==> config.mk <==
export PLATFORM = sky130hd
export DESIGN_NAME = discoverable_parameter_rom
export DESIGN_NICKNAME = d
export VERILOG_FILES = /design/src/hdl/sfdp_pkg.sv /design/src/hdl/param_lookup.sv /design/src/hdl/beat_buffer.sv /design/src/hdl/discoverable_parameter_rom.sv
export SDC_FILE = /design/constraint.sdc
export NUM_CORES = 1
export LEC_CHECK = 0
export BUFFER_PORTS_ARGS = -buffer_cell sky130_fd_sc_hd__buf_2
export CAP_MARGIN = 30
export CORE_UTILIZATION = 49
export CTS_CLUSTER_SIZE = 8
export DETAILED_ROUTE_END_ITERATION = 8
export SLEW_MARGIN = 5
export SYNTH_ARGS = -nofsm -noshare
export SYNTH_HDL_FRONTEND = slang
export SYNTH_SLANG_ARGS = --single-unit
==> constraint.sdc <==
create_clock -name ref_clk -period 3.4 [get_ports ref_clk]
set_input_delay 0.34 -clock ref_clk [delete_from_list [all_inputs] [get_ports ref_clk]]
set_output_delay 0.34 -clock ref_clk [all_outputs]
set_load 0.02 [all_outputs]
==> src/hdl/sfdp_pkg.sv <==
// Function
// - Command 5Ah reads separate parameter space
// - Header sits at byte address zero
// - Header gives revisions and table pointers
// - Bytes 00h-03h return S F D P
// - Basic parameter table starts at 0300h
// - Order: header, basic table, 4-byte table
// - 4-byte table placed after basic table
// - Parameter space is read-only
// - Revisions 06h/01h, header count 01h
// - Byte 0Bh returns basic length 10h
`default_nettype none
package sfdp_pkg;

    localparam int          ADDR_W       = 24;
    localparam int          BYTE_W       = 8;
    localparam int          BUF_DEPTH    = 2;

    localparam logic [7:0]  READ_CMD     = 8'h5a;
    localparam logic [4:0]  CMD_LAST     = 5'h07;
    localparam logic [4:0]  ADDR_LAST    = 5'h17;
    localparam logic [4:0]  DUMMY_LAST   = 5'h07;
    localparam logic [2:0]  BYTE_LAST    = 3'h7;

    localparam logic [23:0] HDR_BASE     = 24'h000000;
    localparam logic [23:0] HDR_END      = 24'h000018;
    localparam logic [23:0] BASIC_BASE   = 24'h000300;
    localparam logic [23:0] BASIC_END    = 24'h000340;
    localparam logic [23:0] FOUR_BASE    = 24'h000340;
    localparam logic [23:0] FOUR_END     = 24'h000348;

    localparam logic [7:0]  SIG_S        = 8'h53;
    localparam logic [7:0]  SIG_F        = 8'h46;
    localparam logic [7:0]  SIG_D        = 8'h44;
    localparam logic [7:0]  SIG_P        = 8'h50;
    localparam logic [7:0]  SFDP_MINOR   = 8'h06;
    localparam logic [7:0]  SFDP_MAJOR   = 8'h01;
    localparam logic [7:0]  HDR_COUNT    = 8'h01;
    localparam logic [7:0]  UNUSED_BYTE  = 8'hff;
    localparam logic [7:0]  BASIC_ID_LSB = 8'h00;
    localparam logic [7:0]  BASIC_MINOR  = 8'h06;
    localparam logic [7:0]  BASIC_MAJOR  = 8'h01;
    localparam logic [7:0]  BASIC_DWORDS = 8'h10;
    localparam logic [7:0]  FOUR_ID_LSB  = 8'h84;
    localparam logic [7:0]  FOUR_MINOR   = 8'h00;
    localparam logic [7:0]  FOUR_MAJOR   = 8'h01;
    localparam logic [7:0]  FOUR_DWORDS  = 8'h02;
    localparam logic [7:0]  ID_MSB       = 8'hff;
    localparam logic [7:0]  GAP_FILL     = 8'hff;

    // Byte n of the header sits at bits [8n+7:8n]
    // Both parameter headers are part of it, so 24 bytes in all
    localparam logic [191:0] HEADER_BITS = {
        ID_MSB, FOUR_BASE[23:16], FOUR_BASE[15:8], FOUR_BASE[7:0],
        FOUR_DWORDS, FOUR_MAJOR, FOUR_MINOR, FOUR_ID_LSB,
        ID_MSB, BASIC_BASE[23:16], BASIC_BASE[15:8], BASIC_BASE[7:0],
        BASIC_DWORDS, BASIC_MAJOR, BASIC_MINOR, BASIC_ID_LSB,
        UNUSED_BYTE, HDR_COUNT, SFDP_MAJOR, SFDP_MINOR,
        SIG_P, SIG_D, SIG_F, SIG_S};

    // Table bodies are device-specific; filled at integration
    localparam logic [511:0] BASIC_BITS  = {64{8'hff}};
    localparam logic [63:0]  FOUR_BITS   = {8{8'hff}};

    typedef struct packed {
        logic [23:0] addr;
        logic [7:0]  data;
    } rom_beat_s;

endpackage
`default_nettype wire

==> src/hdl/param_lookup.sv <==
`timescale 1ns/100ps
`default_nettype none
module param_lookup
    import sfdp_pkg::*;
(
    input  wire logic [23:0] addr,
    output logic      [7:0]  data
);

    logic [23:0] off;

    // no write path
    // Fixed contents only: no write path reaches this space
    always_comb begin
        off  = 24'h000000;
        data = GAP_FILL;
        if (addr < HDR_END) begin
            off  = addr - HDR_BASE;
            data = HEADER_BITS[{off[4:0], 3'b000} +: 8];
        end else if (addr >= BASIC_BASE && addr < BASIC_END) begin
            off  = addr - BASIC_BASE;
            data = BASIC_BITS[{off[5:0], 3'b000} +: 8];
        end else if (addr >= FOUR_BASE && addr < FOUR_END) begin
            off  = addr - FOUR_BASE;
            data = FOUR_BITS[{off[2:0], 3'b000} +: 8];
        end
    end

endmodule
`default_nettype wire

==> src/hdl/beat_buffer.sv <==
`timescale 1ns/100ps
`default_nettype none
module beat_buffer
    import sfdp_pkg::*;
(
    input  wire logic      ref_clk,
    input  wire logic      rst_n,
    input  wire logic      ce,
    input  wire logic      flush,
    input  wire logic      in_valid,
    output logic           in_ready,
    input  wire rom_beat_s in_beat,
    output logic           out_valid,
    input  wire logic      out_ready,
    output rom_beat_s      out_beat
);

    typedef struct packed {
        rom_beat_s [BUF_DEPTH-1:0] slot;
        logic                      wp;
        logic                      rp;
        logic [1:0]                cnt;
    } buf_state_s;

    buf_state_s st;
    buf_state_s next_st;
    logic       push;
    logic       pop;

    assign in_ready  = (st.cnt != 2'd2) && !flush;
    assign out_valid = (st.cnt != 2'd0) && !flush;
    assign out_beat  = st.slot[st.rp];
    assign push      = in_valid && in_ready;
    assign pop       = out_valid && out_ready;

    always_comb begin
        next_st = st;
        if (flush) begin
            next_st.wp  = 1'b0;
            next_st.rp  = 1'b0;
            next_st.cnt = 2'd0;
        end else begin
            if (push) begin
                next_st.slot[st.wp] = in_beat;
                next_st.wp          = ~st.wp;
            end
            if (pop) begin
                next_st.rp = ~st.rp;
            end
            next_st.cnt = 2'(st.cnt + {1'b0, push} - {1'b0, pop});
        end
    end

    always_ff @(posedge ref_clk) begin
        if (!rst_n) begin
            st <= '0;
        end else if (ce) begin
            st <= next_st;
        end
    end

endmodule
`default_nettype wire

==> src/hdl/discoverable_parameter_rom.sv <==
`timescale 1ns/100ps
`default_nettype none
module discoverable_parameter_rom
    import sfdp_pkg::*;
(
    input  wire logic ref_clk,
    input  wire logic rst_n,
    input  wire logic ce,
    input  wire logic cs_n,
    input  wire logic sclk,
    input  wire logic mosi,
    output logic      miso,
    output logic      miso_oe
);

    typedef enum {ST_IDLE, ST_CMD, ST_ADDR, ST_DUMMY, ST_DATA, ST_IGNORE} phase_e;

    typedef struct packed {
        phase_e      phase;
        logic        sclk_q;
        logic [4:0]  bit_cnt;
        logic [7:0]  cmd;
        logic [23:0] addr_sr;
        logic [23:0] fetch_addr;
        logic        fetch_on;
        logic [7:0]  out_sr;
        logic [2:0]  out_bits;
        logic        miso;
        logic        miso_oe;
    } spi_state_s;

    spi_state_s st;
    spi_state_s next_st;

    logic       rise;
    logic       fall;
    logic       flush;
    logic       fill_ready;
    logic       push;
    logic       drain_valid;
    logic       drain_ready;
    rom_beat_s  fill_beat;
    rom_beat_s  drain_beat;
    logic [7:0] rom_data;
    logic [7:0] next_cmd;

    ////////////////////////////////////////////////////////////////////////////
    // Parameter space and prefetch buffer

    param_lookup u_lookup (
        .addr (st.fetch_addr),
        .data (rom_data)
    );

    assign fill_beat = '{addr: st.fetch_addr, data: rom_data};
    assign flush     = cs_n;
    assign push      = ce && st.fetch_on && fill_ready;

    // Two beats ahead so a late fetch never starves the shifter
    beat_buffer u_buffer (
        .ref_clk   (ref_clk),
        .rst_n     (rst_n),
        .ce        (ce),
        .flush     (flush),
        .in_valid  (st.fetch_on),
        .in_ready  (fill_ready),
        .in_beat   (fill_beat),
        .out_valid (drain_valid),
        .out_ready (drain_ready),
        .out_beat  (drain_beat)
    );

    ////////////////////////////////////////////////////////////////////////////
    // Serial framing

    assign rise        = sclk && !st.sclk_q;
    assign fall        = !sclk && st.sclk_q;
    assign next_cmd    = {st.cmd[6:0], mosi};
    assign drain_ready = ce && !cs_n && fall && (st.phase == ST_DATA) && (st.out_bits == 3'h0);

    always_comb begin
        next_st        = st;
        next_st.sclk_q = sclk;
        if (cs_n) begin
            next_st.phase    = ST_IDLE;
            next_st.bit_cnt  = 5'h00;
            next_st.fetch_on = 1'b0;
            next_st.out_bits = 3'h0;
            next_st.miso     = 1'b0;
            next_st.miso_oe  = 1'b0;
        end else begin
            unique case (st.phase)
                ST_IDLE: begin
                    next_st.phase   = ST_CMD;
                    next_st.bit_cnt = 5'h00;
                    if (rise) begin
                        next_st.cmd     = next_cmd;
                        next_st.bit_cnt = 5'h01;
                    end
                end
                ST_CMD: begin
                    if (rise) begin
                        next_st.cmd     = next_cmd;
                        next_st.bit_cnt = st.bit_cnt + 5'h01;
                        if (st.bit_cnt == CMD_LAST) begin
                            next_st.bit_cnt = 5'h00;
                            next_st.phase   = (next_cmd == READ_CMD) ? ST_ADDR : ST_IGNORE;
                        end
                    end
                end
                ST_ADDR: begin
                    if (rise) begin
                        next_st.addr_sr = {st.addr_sr[22:0], mosi};
                        next_st.bit_cnt = st.bit_cnt + 5'h01;
                        if (st.bit_cnt == ADDR_LAST) begin
                            next_st.bit_cnt    = 5'h00;
                            next_st.phase      = ST_DUMMY;
                            next_st.fetch_addr = {st.addr_sr[22:0], mosi};
                            next_st.fetch_on   = 1'b1;
                        end
                    end
                end
                ST_DUMMY: begin
                    if (rise) begin
                        next_st.bit_cnt = st.bit_cnt + 5'h01;
                        if (st.bit_cnt == DUMMY_LAST) begin
                            next_st.bit_cnt = 5'h00;
                            next_st.phase   = ST_DATA;
                        end
                    end
                end
                ST_DATA: begin
                    if (fall) begin
                        next_st.miso_oe = 1'b1;
                        if (st.out_bits == 3'h0) begin
                            next_st.out_bits = BYTE_LAST;
                            if (drain_valid) begin
                                next_st.miso   = drain_beat.data[7];
                                next_st.out_sr = {drain_beat.data[6:0], 1'b0};
                            end else begin
                                // Starved byte reads as all ones
                                next_st.miso   = 1'b1;
                                next_st.out_sr = 8'hfe;
                            end
                        end else begin
                            next_st.out_bits = st.out_bits - 3'h1;
                            next_st.miso     = st.out_sr[7];
                            next_st.out_sr   = {st.out_sr[6:0], 1'b0};
                        end
                    end
                end
                ST_IGNORE: begin
                    next_st.phase = ST_IGNORE;
                end
            endcase
        end
        if (push) begin
            next_st.fetch_addr = st.fetch_addr + 24'h000001;
        end
    end

    always_ff @(posedge ref_clk) begin
        if (!rst_n) begin
            st       <= '0;
            st.phase <= ST_IDLE;
        end else if (ce) begin
            st <= next_st;
        end
    end

    assign miso    = st.miso;
    assign miso_oe = st.miso_oe;

    ////////////////////////////////////////////////////////////////////////////
    // Checks

    property p_read_cmd_only;
        @(posedge ref_clk) disable iff (!rst_n)
        st.fetch_on |-> (st.cmd == READ_CMD);
    endproperty
    a_read_cmd_only: assert property (p_read_cmd_only)
        else $error("fetch running without read command");

    property p_zero_entry;
        @(posedge ref_clk) disable iff (!rst_n)
        push && (fill_beat.addr == HDR_BASE) |-> (fill_beat.data == SIG_S);
    endproperty
    a_zero_entry: assert property (p_zero_entry)
        else $error("address zero is not the header entry");

    property p_signature;
        @(posedge ref_clk) disable iff (!rst_n)
        push && (fill_beat.addr >= 24'h000001) && (fill_beat.addr <= 24'h000003) |->
            fill_beat.data == ((fill_beat.addr == 24'h000001) ? SIG_F :
                               (fill_beat.addr == 24'h000002) ? SIG_D : SIG_P);
    endproperty
    a_signature: assert property (p_signature)
        else $error("signature byte wrong");

    property p_revisions;
        @(posedge ref_clk) disable iff (!rst_n)
        push && (fill_beat.addr >= 24'h000004) && (fill_beat.addr <= 24'h000006) |->
            fill_beat.data == ((fill_beat.addr == 24'h000004) ? SFDP_MINOR :
                               (fill_beat.addr == 24'h000005) ? SFDP_MAJOR : HDR_COUNT);
    endproperty
    a_revisions: assert property (p_revisions)
        else $error("header revision or count wrong");

    property p_basic_length;
        @(posedge ref_clk) disable iff (!rst_n)
        push && (fill_beat.addr == 24'h00000b) |-> (fill_beat.data == BASIC_DWORDS);
    endproperty
    a_basic_length: assert property (p_basic_length)
        else $error("basic table length wrong");

    property p_basic_ptr;
        @(posedge ref_clk) disable iff (!rst_n)
        push && (fill_beat.addr >= 24'h00000c) && (fill_beat.addr <= 24'h00000e) |->
            fill_beat.data == BASIC_BASE[{fill_beat.addr[1:0] - 2'd0, 3'b000} +: 8];
    endproperty
    a_basic_ptr: assert property (p_basic_ptr)
        else $error("basic table pointer wrong");

    property p_table_order;
        @(posedge ref_clk) disable iff (!rst_n)
        push && (fill_beat.addr == 24'h000015) |->
            (fill_beat.data == FOUR_BASE[15:8]) && (FOUR_BASE >= BASIC_END);
    endproperty
    a_table_order: assert property (p_table_order)
        else $error("4-byte table not after basic table");

    property p_header_fields;
        @(posedge ref_clk) disable iff (!rst_n)
        push && (fill_beat.addr == 24'h000009) |-> (fill_beat.data == BASIC_MINOR);
    endproperty
    a_header_fields: assert property (p_header_fields)
        else $error("parameter header revision wrong");

    property p_addr_step;
        @(posedge ref_clk) disable iff (!rst_n)
        push |=> (st.fetch_addr == $past(st.fetch_addr) + 24'h000001);
    endproperty
    a_addr_step: assert property (p_addr_step)
        else $error("address did not advance by one");

    property p_no_write;
        @(posedge ref_clk) disable iff (!rst_n)
        (st.phase == ST_DATA) && ce && !cs_n && !push |=> $stable(st.fetch_addr);
    endproperty
    a_no_write: assert property (p_no_write)
        else $error("data phase input altered the space");

    property p_release;
        @(posedge ref_clk) disable iff (!rst_n)
        ce && cs_n |=> !miso_oe && !st.fetch_on;
    endproperty
    a_release: assert property (p_release)
        else $error("output still driven after deselect");

    property p_oe_in_data;
        @(posedge ref_clk) disable iff (!rst_n)
        miso_oe |-> (st.phase == ST_DATA);
    endproperty
    a_oe_in_data: assert property (p_oe_in_data)
        else $error("output enabled outside the data phase");

    property p_ignore_quiet;
        @(posedge ref_clk) disable iff (!rst_n)
        (st.phase == ST_IGNORE) |-> !miso_oe && !st.fetch_on;
    endproperty
    a_ignore_quiet: assert property (p_ignore_quiet)
        else $error("foreign command produced output");

    property p_stall_hold;
        @(posedge ref_clk) disable iff (!rst_n)
        ce && !cs_n && (st.phase == ST_DATA) && !fall |=> $stable(miso);
    endproperty
    a_stall_hold: assert property (p_stall_hold)
        else $error("output bit changed without a clock fall");

    property p_byte_load;
        @(posedge ref_clk) disable iff (!rst_n)
        drain_ready && drain_valid |=> miso_oe && (miso == $past(drain_beat.data[7]));
    endproperty
    a_byte_load: assert property (p_byte_load)
        else $error("byte did not start with its top bit");

    c_data_phase: cover property (@(posedge ref_clk) disable iff (!rst_n)
        drain_ready && drain_valid && (drain_beat.addr == HDR_BASE));
    c_buffer_full: cover property (@(posedge ref_clk) disable iff (!rst_n)
        st.fetch_on && !fill_ready && !cs_n);
    c_other_cmd: cover property (@(posedge ref_clk) disable iff (!rst_n)
        st.phase == ST_IGNORE);
    c_basic_read: cover property (@(posedge ref_clk) disable iff (!rst_n)
        push && (fill_beat.addr == BASIC_BASE));

endmodule
`default_nettype wire

## Yosys cells after proc, flatten, opt, wreduce, memory -nomap -nowiden

Cells that the tools add are included.

| word-level totals | value |
|---|---|
| register bits | 174 |
| input bits | 6 |
| output and inout port bits | 2 |
| logic and storage cells | 144 |

| operators by class | value |
|---|---|
| muxes and demuxes | 41 |
| reduce and logical (&&, ||, !) cells | 45 |
| shifts and indexed selects | 3 |
| equal/unequal tests | 19 |
| bitwise operators | 3 |
| order comparisons | 8 |
| add/sub/neg operators | 7 |

Operators by type and width:

| operator | count |
|---|---|
| variable part select 512 x 10 -> 8 bit, first input constant | 1 |
| two-way mux 32 bit | 8 |
| variable part select 192 x 9 -> 8 bit, first input constant | 1 |
| one-hot mux 32 bit (5 select lines) | 1 |
| two-way mux 25 bit | 3 |
| bitwise mux 64 bit | 1 |
| equality test 32 x 2 -> 1 bit, second input constant | 2 |
| equality test 32 x 3 -> 1 bit, second input constant | 2 |
| variable part select 64 x 7 -> 8 bit, first input constant | 1 |
| greater-or-equal comparator 24 x 10 -> 1 bit, second input constant | 2 |
| less-than comparator 24 x 10 -> 1 bit, second input constant | 2 |
| two-way mux 24 bit | 2 |
| two-way mux 8 bit | 6 |
| two-way mux 5 bit | 8 |
| demux 32 bit (select 1 bit) | 1 |
| equality test 32 x 1 -> 1 bit, second input constant | 1 |
| equality test 32 x 4 -> 1 bit, second input constant | 1 |
| zero test 32 bit | 1 |
| adder 24 x 1 -> 24 bit, second input constant | 1 |
| less-than comparator 24 x 5 -> 1 bit, second input constant | 1 |
| nonzero test 2 bit | 12 |
| one-hot mux 5 bit (4 select lines) | 1 |
| inequality test 3 bit, second input constant | 6 |
| logical AND 1 bit | 15 |
| 29 further kinds | 46 |

## Depth between registers and ports, before layout

| logic depth | value |
|---|---|
| word-level depth | 8 |
| gate-level depth with buffers | 12 |
| mapped depth without buffers | 11 |

## Cells and area by module

A second synthesis with hierarchy kept.

| second synthesis, totals | value |
|---|---|
| cell total of the unflattened synthesis | 835 |
| area, all modules | 7130.6 um^2 |

By module, submodules not included:

| module | area an instance (um^2) | cells an instance | times used | sequential area each (um^2) |
|---|---|---|---|---|
| discoverable_parameter_rom | 3726.1 | 471 | 1 | 1521.5 |
| beat_buffer | 3059.2 | 312 | 1 | 1361.3 |
| param_lookup | 345.3 | 52 | 1 | 0.0 |

## Least setup slack after synthesis

No wires, ideal clock.

| timing | value |
|---|---|
| kind | reg2reg |
| from | register st[76] in the netlist's numbering |
| to | register u_buffer.st[1] in the netlist's numbering |
| setup time | 0.118 ns |
| period minus slack after synthesis | 2.316 ns |
| stages on the path, launching flop included | 11 |
| data arrival time | 2.197 ns |
| data required time | 3.282 ns |
| path buffers | 1 |
| setup slack | 1.084 ns |
| cells stage by stage | dfxtp_1 -> clkbuf_1 -> nor4_1 -> o211a_1 -> ha_1 -> inv_1 -> ha_1 -> xor2_1 -> nand2_1 -> xor2_1 -> nor2_1 |

| on the way | value |
|---|---|
| word-level cells in the longest chain between the ends | 6 |

Ends and longest elaborated chain:

| element | RTL line | source |
|---|---|---|
| start: declaration | discoverable_parameter_rom.sv:32 | `spi_state_s st;` |
| start signal: assignment | discoverable_parameter_rom.sv:167 | `st <= next_st;` |
| equality test 32 x 4 -> 1 bit | discoverable_parameter_rom.sv:79 | `assign drain_ready = ce && !cs_n && fall && (st.phase == ST_DATA) && (st.out_bits == 3'h0);` |
| logical AND 1 bit (2 in a row) | discoverable_parameter_rom.sv:79 |  |
| logical AND 1 bit | beat_buffer.sv:34 | `assign pop = out_valid && out_ready;` |
| subtractor 2 x 1 -> 2 bit | beat_buffer.sv:50 | `next_st.cnt = 2'(st.cnt + {1'b0, push} - {1'b0, pop});` |
| two-way mux 4 bit | beat_buffer.sv:38 | `if (flush) begin` |
| end signal: assignment | beat_buffer.sv:58 | `st <= next_st;` |
| end: declaration | beat_buffer.sv:25 | `buf_state_s st;` |

No other way between the ends.
A chain may end at the register's enable or synchronous reset.

## Worst setup path in the final report

| timing | value |
|---|---|
| from | register st, in the netlist fill_beat[10] |
| to | register st, in the netlist fill_beat[21] |

| on the way | value |
|---|---|
| word-level cells in the longest chain between the ends | 2 |

Ends and longest elaborated chain:

| element | RTL line | source |
|---|---|---|
| adder 24 x 1 -> 24 bit | discoverable_parameter_rom.sv:158 | `next_st.fetch_addr = st.fetch_addr + 24'h000001;` |
| two-way mux 24 bit | discoverable_parameter_rom.sv:157 | `if (push) begin` |

No other way between the ends.

==> metrics <==
core box area=0.00928 mm2; commonest non-fill, non-tap cell in the layout=dfxtp_1; Critical Path Source Type=flop; initial antenna violation count=0; CTS resizes=0; post-layout minimum cycle time=2.33 ns; grt total ovfl=0; setup TNS=0 ns; TritonCTS Buffers=9; Post-Synth XOR/XNOR Area=0.0112; Initial Util=0.507; Worst VDD drop=166 uV; Total GRT Usage=0.227; Clock transition at path regs=0.09 ns; post-synthesis cell type count=65; CP arrival=2.62 ns; mux cell area share after synthesis=0.0399; largest buffer count on any clock path=2; ys flop type=dfxtp_1; critical path capture point type=flop; crit path launch=fill_beat[10]; Post-Synthesis Cells=588; chip width=100 um; root buf cell=clkbuf_8; Max-Cap Viols=0; RSZ-0062 raised after global routing=no; Boundary Pins=8; Synth Area in Simple Gates=0.263; Routed WL=10400 um; r2r worst-path depth=5; yosys warns=0; Net Count, Synth=605; share of cells above drive strength 1=0.0893; largest net degree at the start of global routing=50; H-tree levels=3; FF+latch count, synth=94; hold_buf cts=0; largest family of logic cells by synthesized area=simple AND/OR/NAND/NOR gates; Synth Area in Adders=0.0292; status=completed; first-pass GRT wire length=18100 um; max-slew violation count=0; number of global-route vias before repair=3773; Compound-Gate Fraction of Synth Area=0.212; syn avg cell area=8.01 um2; Vias/cell=5.75; 1st-iter DRT viols=174; post-synthesis instance area=0.00471 mm2; Worst path slowest cell=dfxtp_1; ordered cell list for the critical path=and3_1 -> nand4_1 -> or2_2 -> or4_1 -> a31oi_1; reg2reg start=fill_beat[10]; Max stage delay on crit path=0.66 ns; Area Overhead vs Synth=6.67%; Critical Path Sink=fill_beat[21]; number of synthesized flops with an enable pin=0; share of flip-flops with an asynchronous set or reset=0; Worst Tran Pin Value=0.904 ns; Worst-Skew Late Latency=0.37 ns; WS Path Type=flop to flop; flop2flop setup slack=1.07 ns; post-DP HPWL=6890 um; Final GP Congestion=0.800; CP max FO=16; Avg WL per Cell=14.7 um; reg2reg end=fill_beat[21]; worst endpoint required time=3.69 ns; setup bufs post-CTS=0; hold slack=0.251 ns; die height=100 um; commonest non-fill, non-tap cells in the layout=dfxtp_1 (94), nand2_1 (75), a21oi_1 (73); Final setup viols=0; fin crit share=0.686; Die Area=0.0100 mm2; Slew HR=0.396; Worst Skew=0.00997 ns; power per standard cell area=399 mW/mm2; PortBufs=7; CTS tree=built; CTS Sinks=94; Total Power=2.00 mW; Fin. Hold Viols=0; drt first pass iters=5; HP Class=primary input to flop; Cell Rows=35; Residual DRC=0; fin nets=595; LEAKAGE=1.73 nW; Final ANT Viol Nets=0; post-synthesis sequential area ratio=0.400; # diodes=0; fmax=429 MHz; vias=4091
## metal layers
layer | part of all wire | up-vias | global-route usage
li1 | - | 2077 | -
met1 | 0.48 | 1922 | 0.294
met2 | 0.48 | 79 | 0.383
met3 | 0.030 | 13 | 0.0376
met4 | 0.015 | 0 | 0.0836
met5 | 0 | - | 0
## synthesized netlist by cell type (3+ instances only)
cell        n  area, um2
mux2i_1    12        120
or4_1       8       60.1
and3_1      6       37.5
nand4_1     9       56.3
a2bb2oi_1   6       52.6
a32oi_1     3       26.3
nand2b_1   12       75.1
clkbuf_1   22       82.6
a211oi_1    6       45.0
nor3_1     10       50.1
buf_1       3       11.3
mux2_2      4       45.0
xnor2_1     3       26.3
o21ai_0    27        135
a21oi_1    73        365
a22oi_1     4       30.0
buf_2       8       40.0
or3_1      11       68.8
o211ai_1    5       37.5
o22ai_1     3       18.8
ha_1       11        138
nor4_1      4       25.0
nand2_1    75        282
nand3b_1    3       22.5
dfxtp_1    94       1880
inv_1      12       45.0
a31oi_1    13       81.3
nand3_1    18       90.1
or2_2       3       18.8
xor2_1      3       26.3
a2111oi_0   4       35.0
nor2b_1     9       56.3
nor2_1     64        240
## worst max-delay path, delay by kind of cell, from the launching register on
kind            cells  cell delay (ns)
flops               1             0.66
compound gates      1             0.18
simple gates        4             1.41
## cell families after synthesis
kind of cell,Yosys count
compound gates,163
xor+xnor,6
fa+ha+maj,11
buf+inv,49
flops,94
mux,17
simple gates,248
## power by group
part | internal, mW | switching, mW | leakage, nW
Clock | 0.418 | 0.416 | 0.104
Sequential | 1.10 | 0.00606 | 0.757
Combinational | 0.0205 | 0.0413 | 0.870
Total | 1.54 | 0.463 | 1.73
## stage by stage
step	cells	utilization	worst slack (ns)	instance area (um2)
finish	711	0.541	1.07	5020
global route	711	0.541	0.905	5020
CTS	711	0.541	1.08	5020
detailed placement	696	0.518	1.08	4800
global placement	696	0.518	1.11	4800
floorplan	588	-	1.08	4710
## cell type report
cell class / count / area [um2]
clock buffer: 9 / 124
clock inverter: 6 / 95.1
fill: 890 / 4260
inverter: 12 / 45.0
multi-input combinational: 445 / 2610
sequential: 94 / 1880
tap: 129 / 161
timing repair buffer: 16 / 103
## registers in the layout, summed over array words and instances (netlist names)
signal / cells
u_buffer.st: 18
fill_beat: 24
next_cmd: 7
miso: 1
st: 43
miso_oe: 1
## how the worst min path moves through the flow
stage	start	to	cells after the start
detailed placement	st[9]	st[9]	2
finish	sclk	st[75]	3
floorplan	st[11]	st[11]	2
CTS	sclk	st[75]	3
global placement	miso	miso	2
global route	sclk	st[75]	3
(Power assumes the default switching activity.)
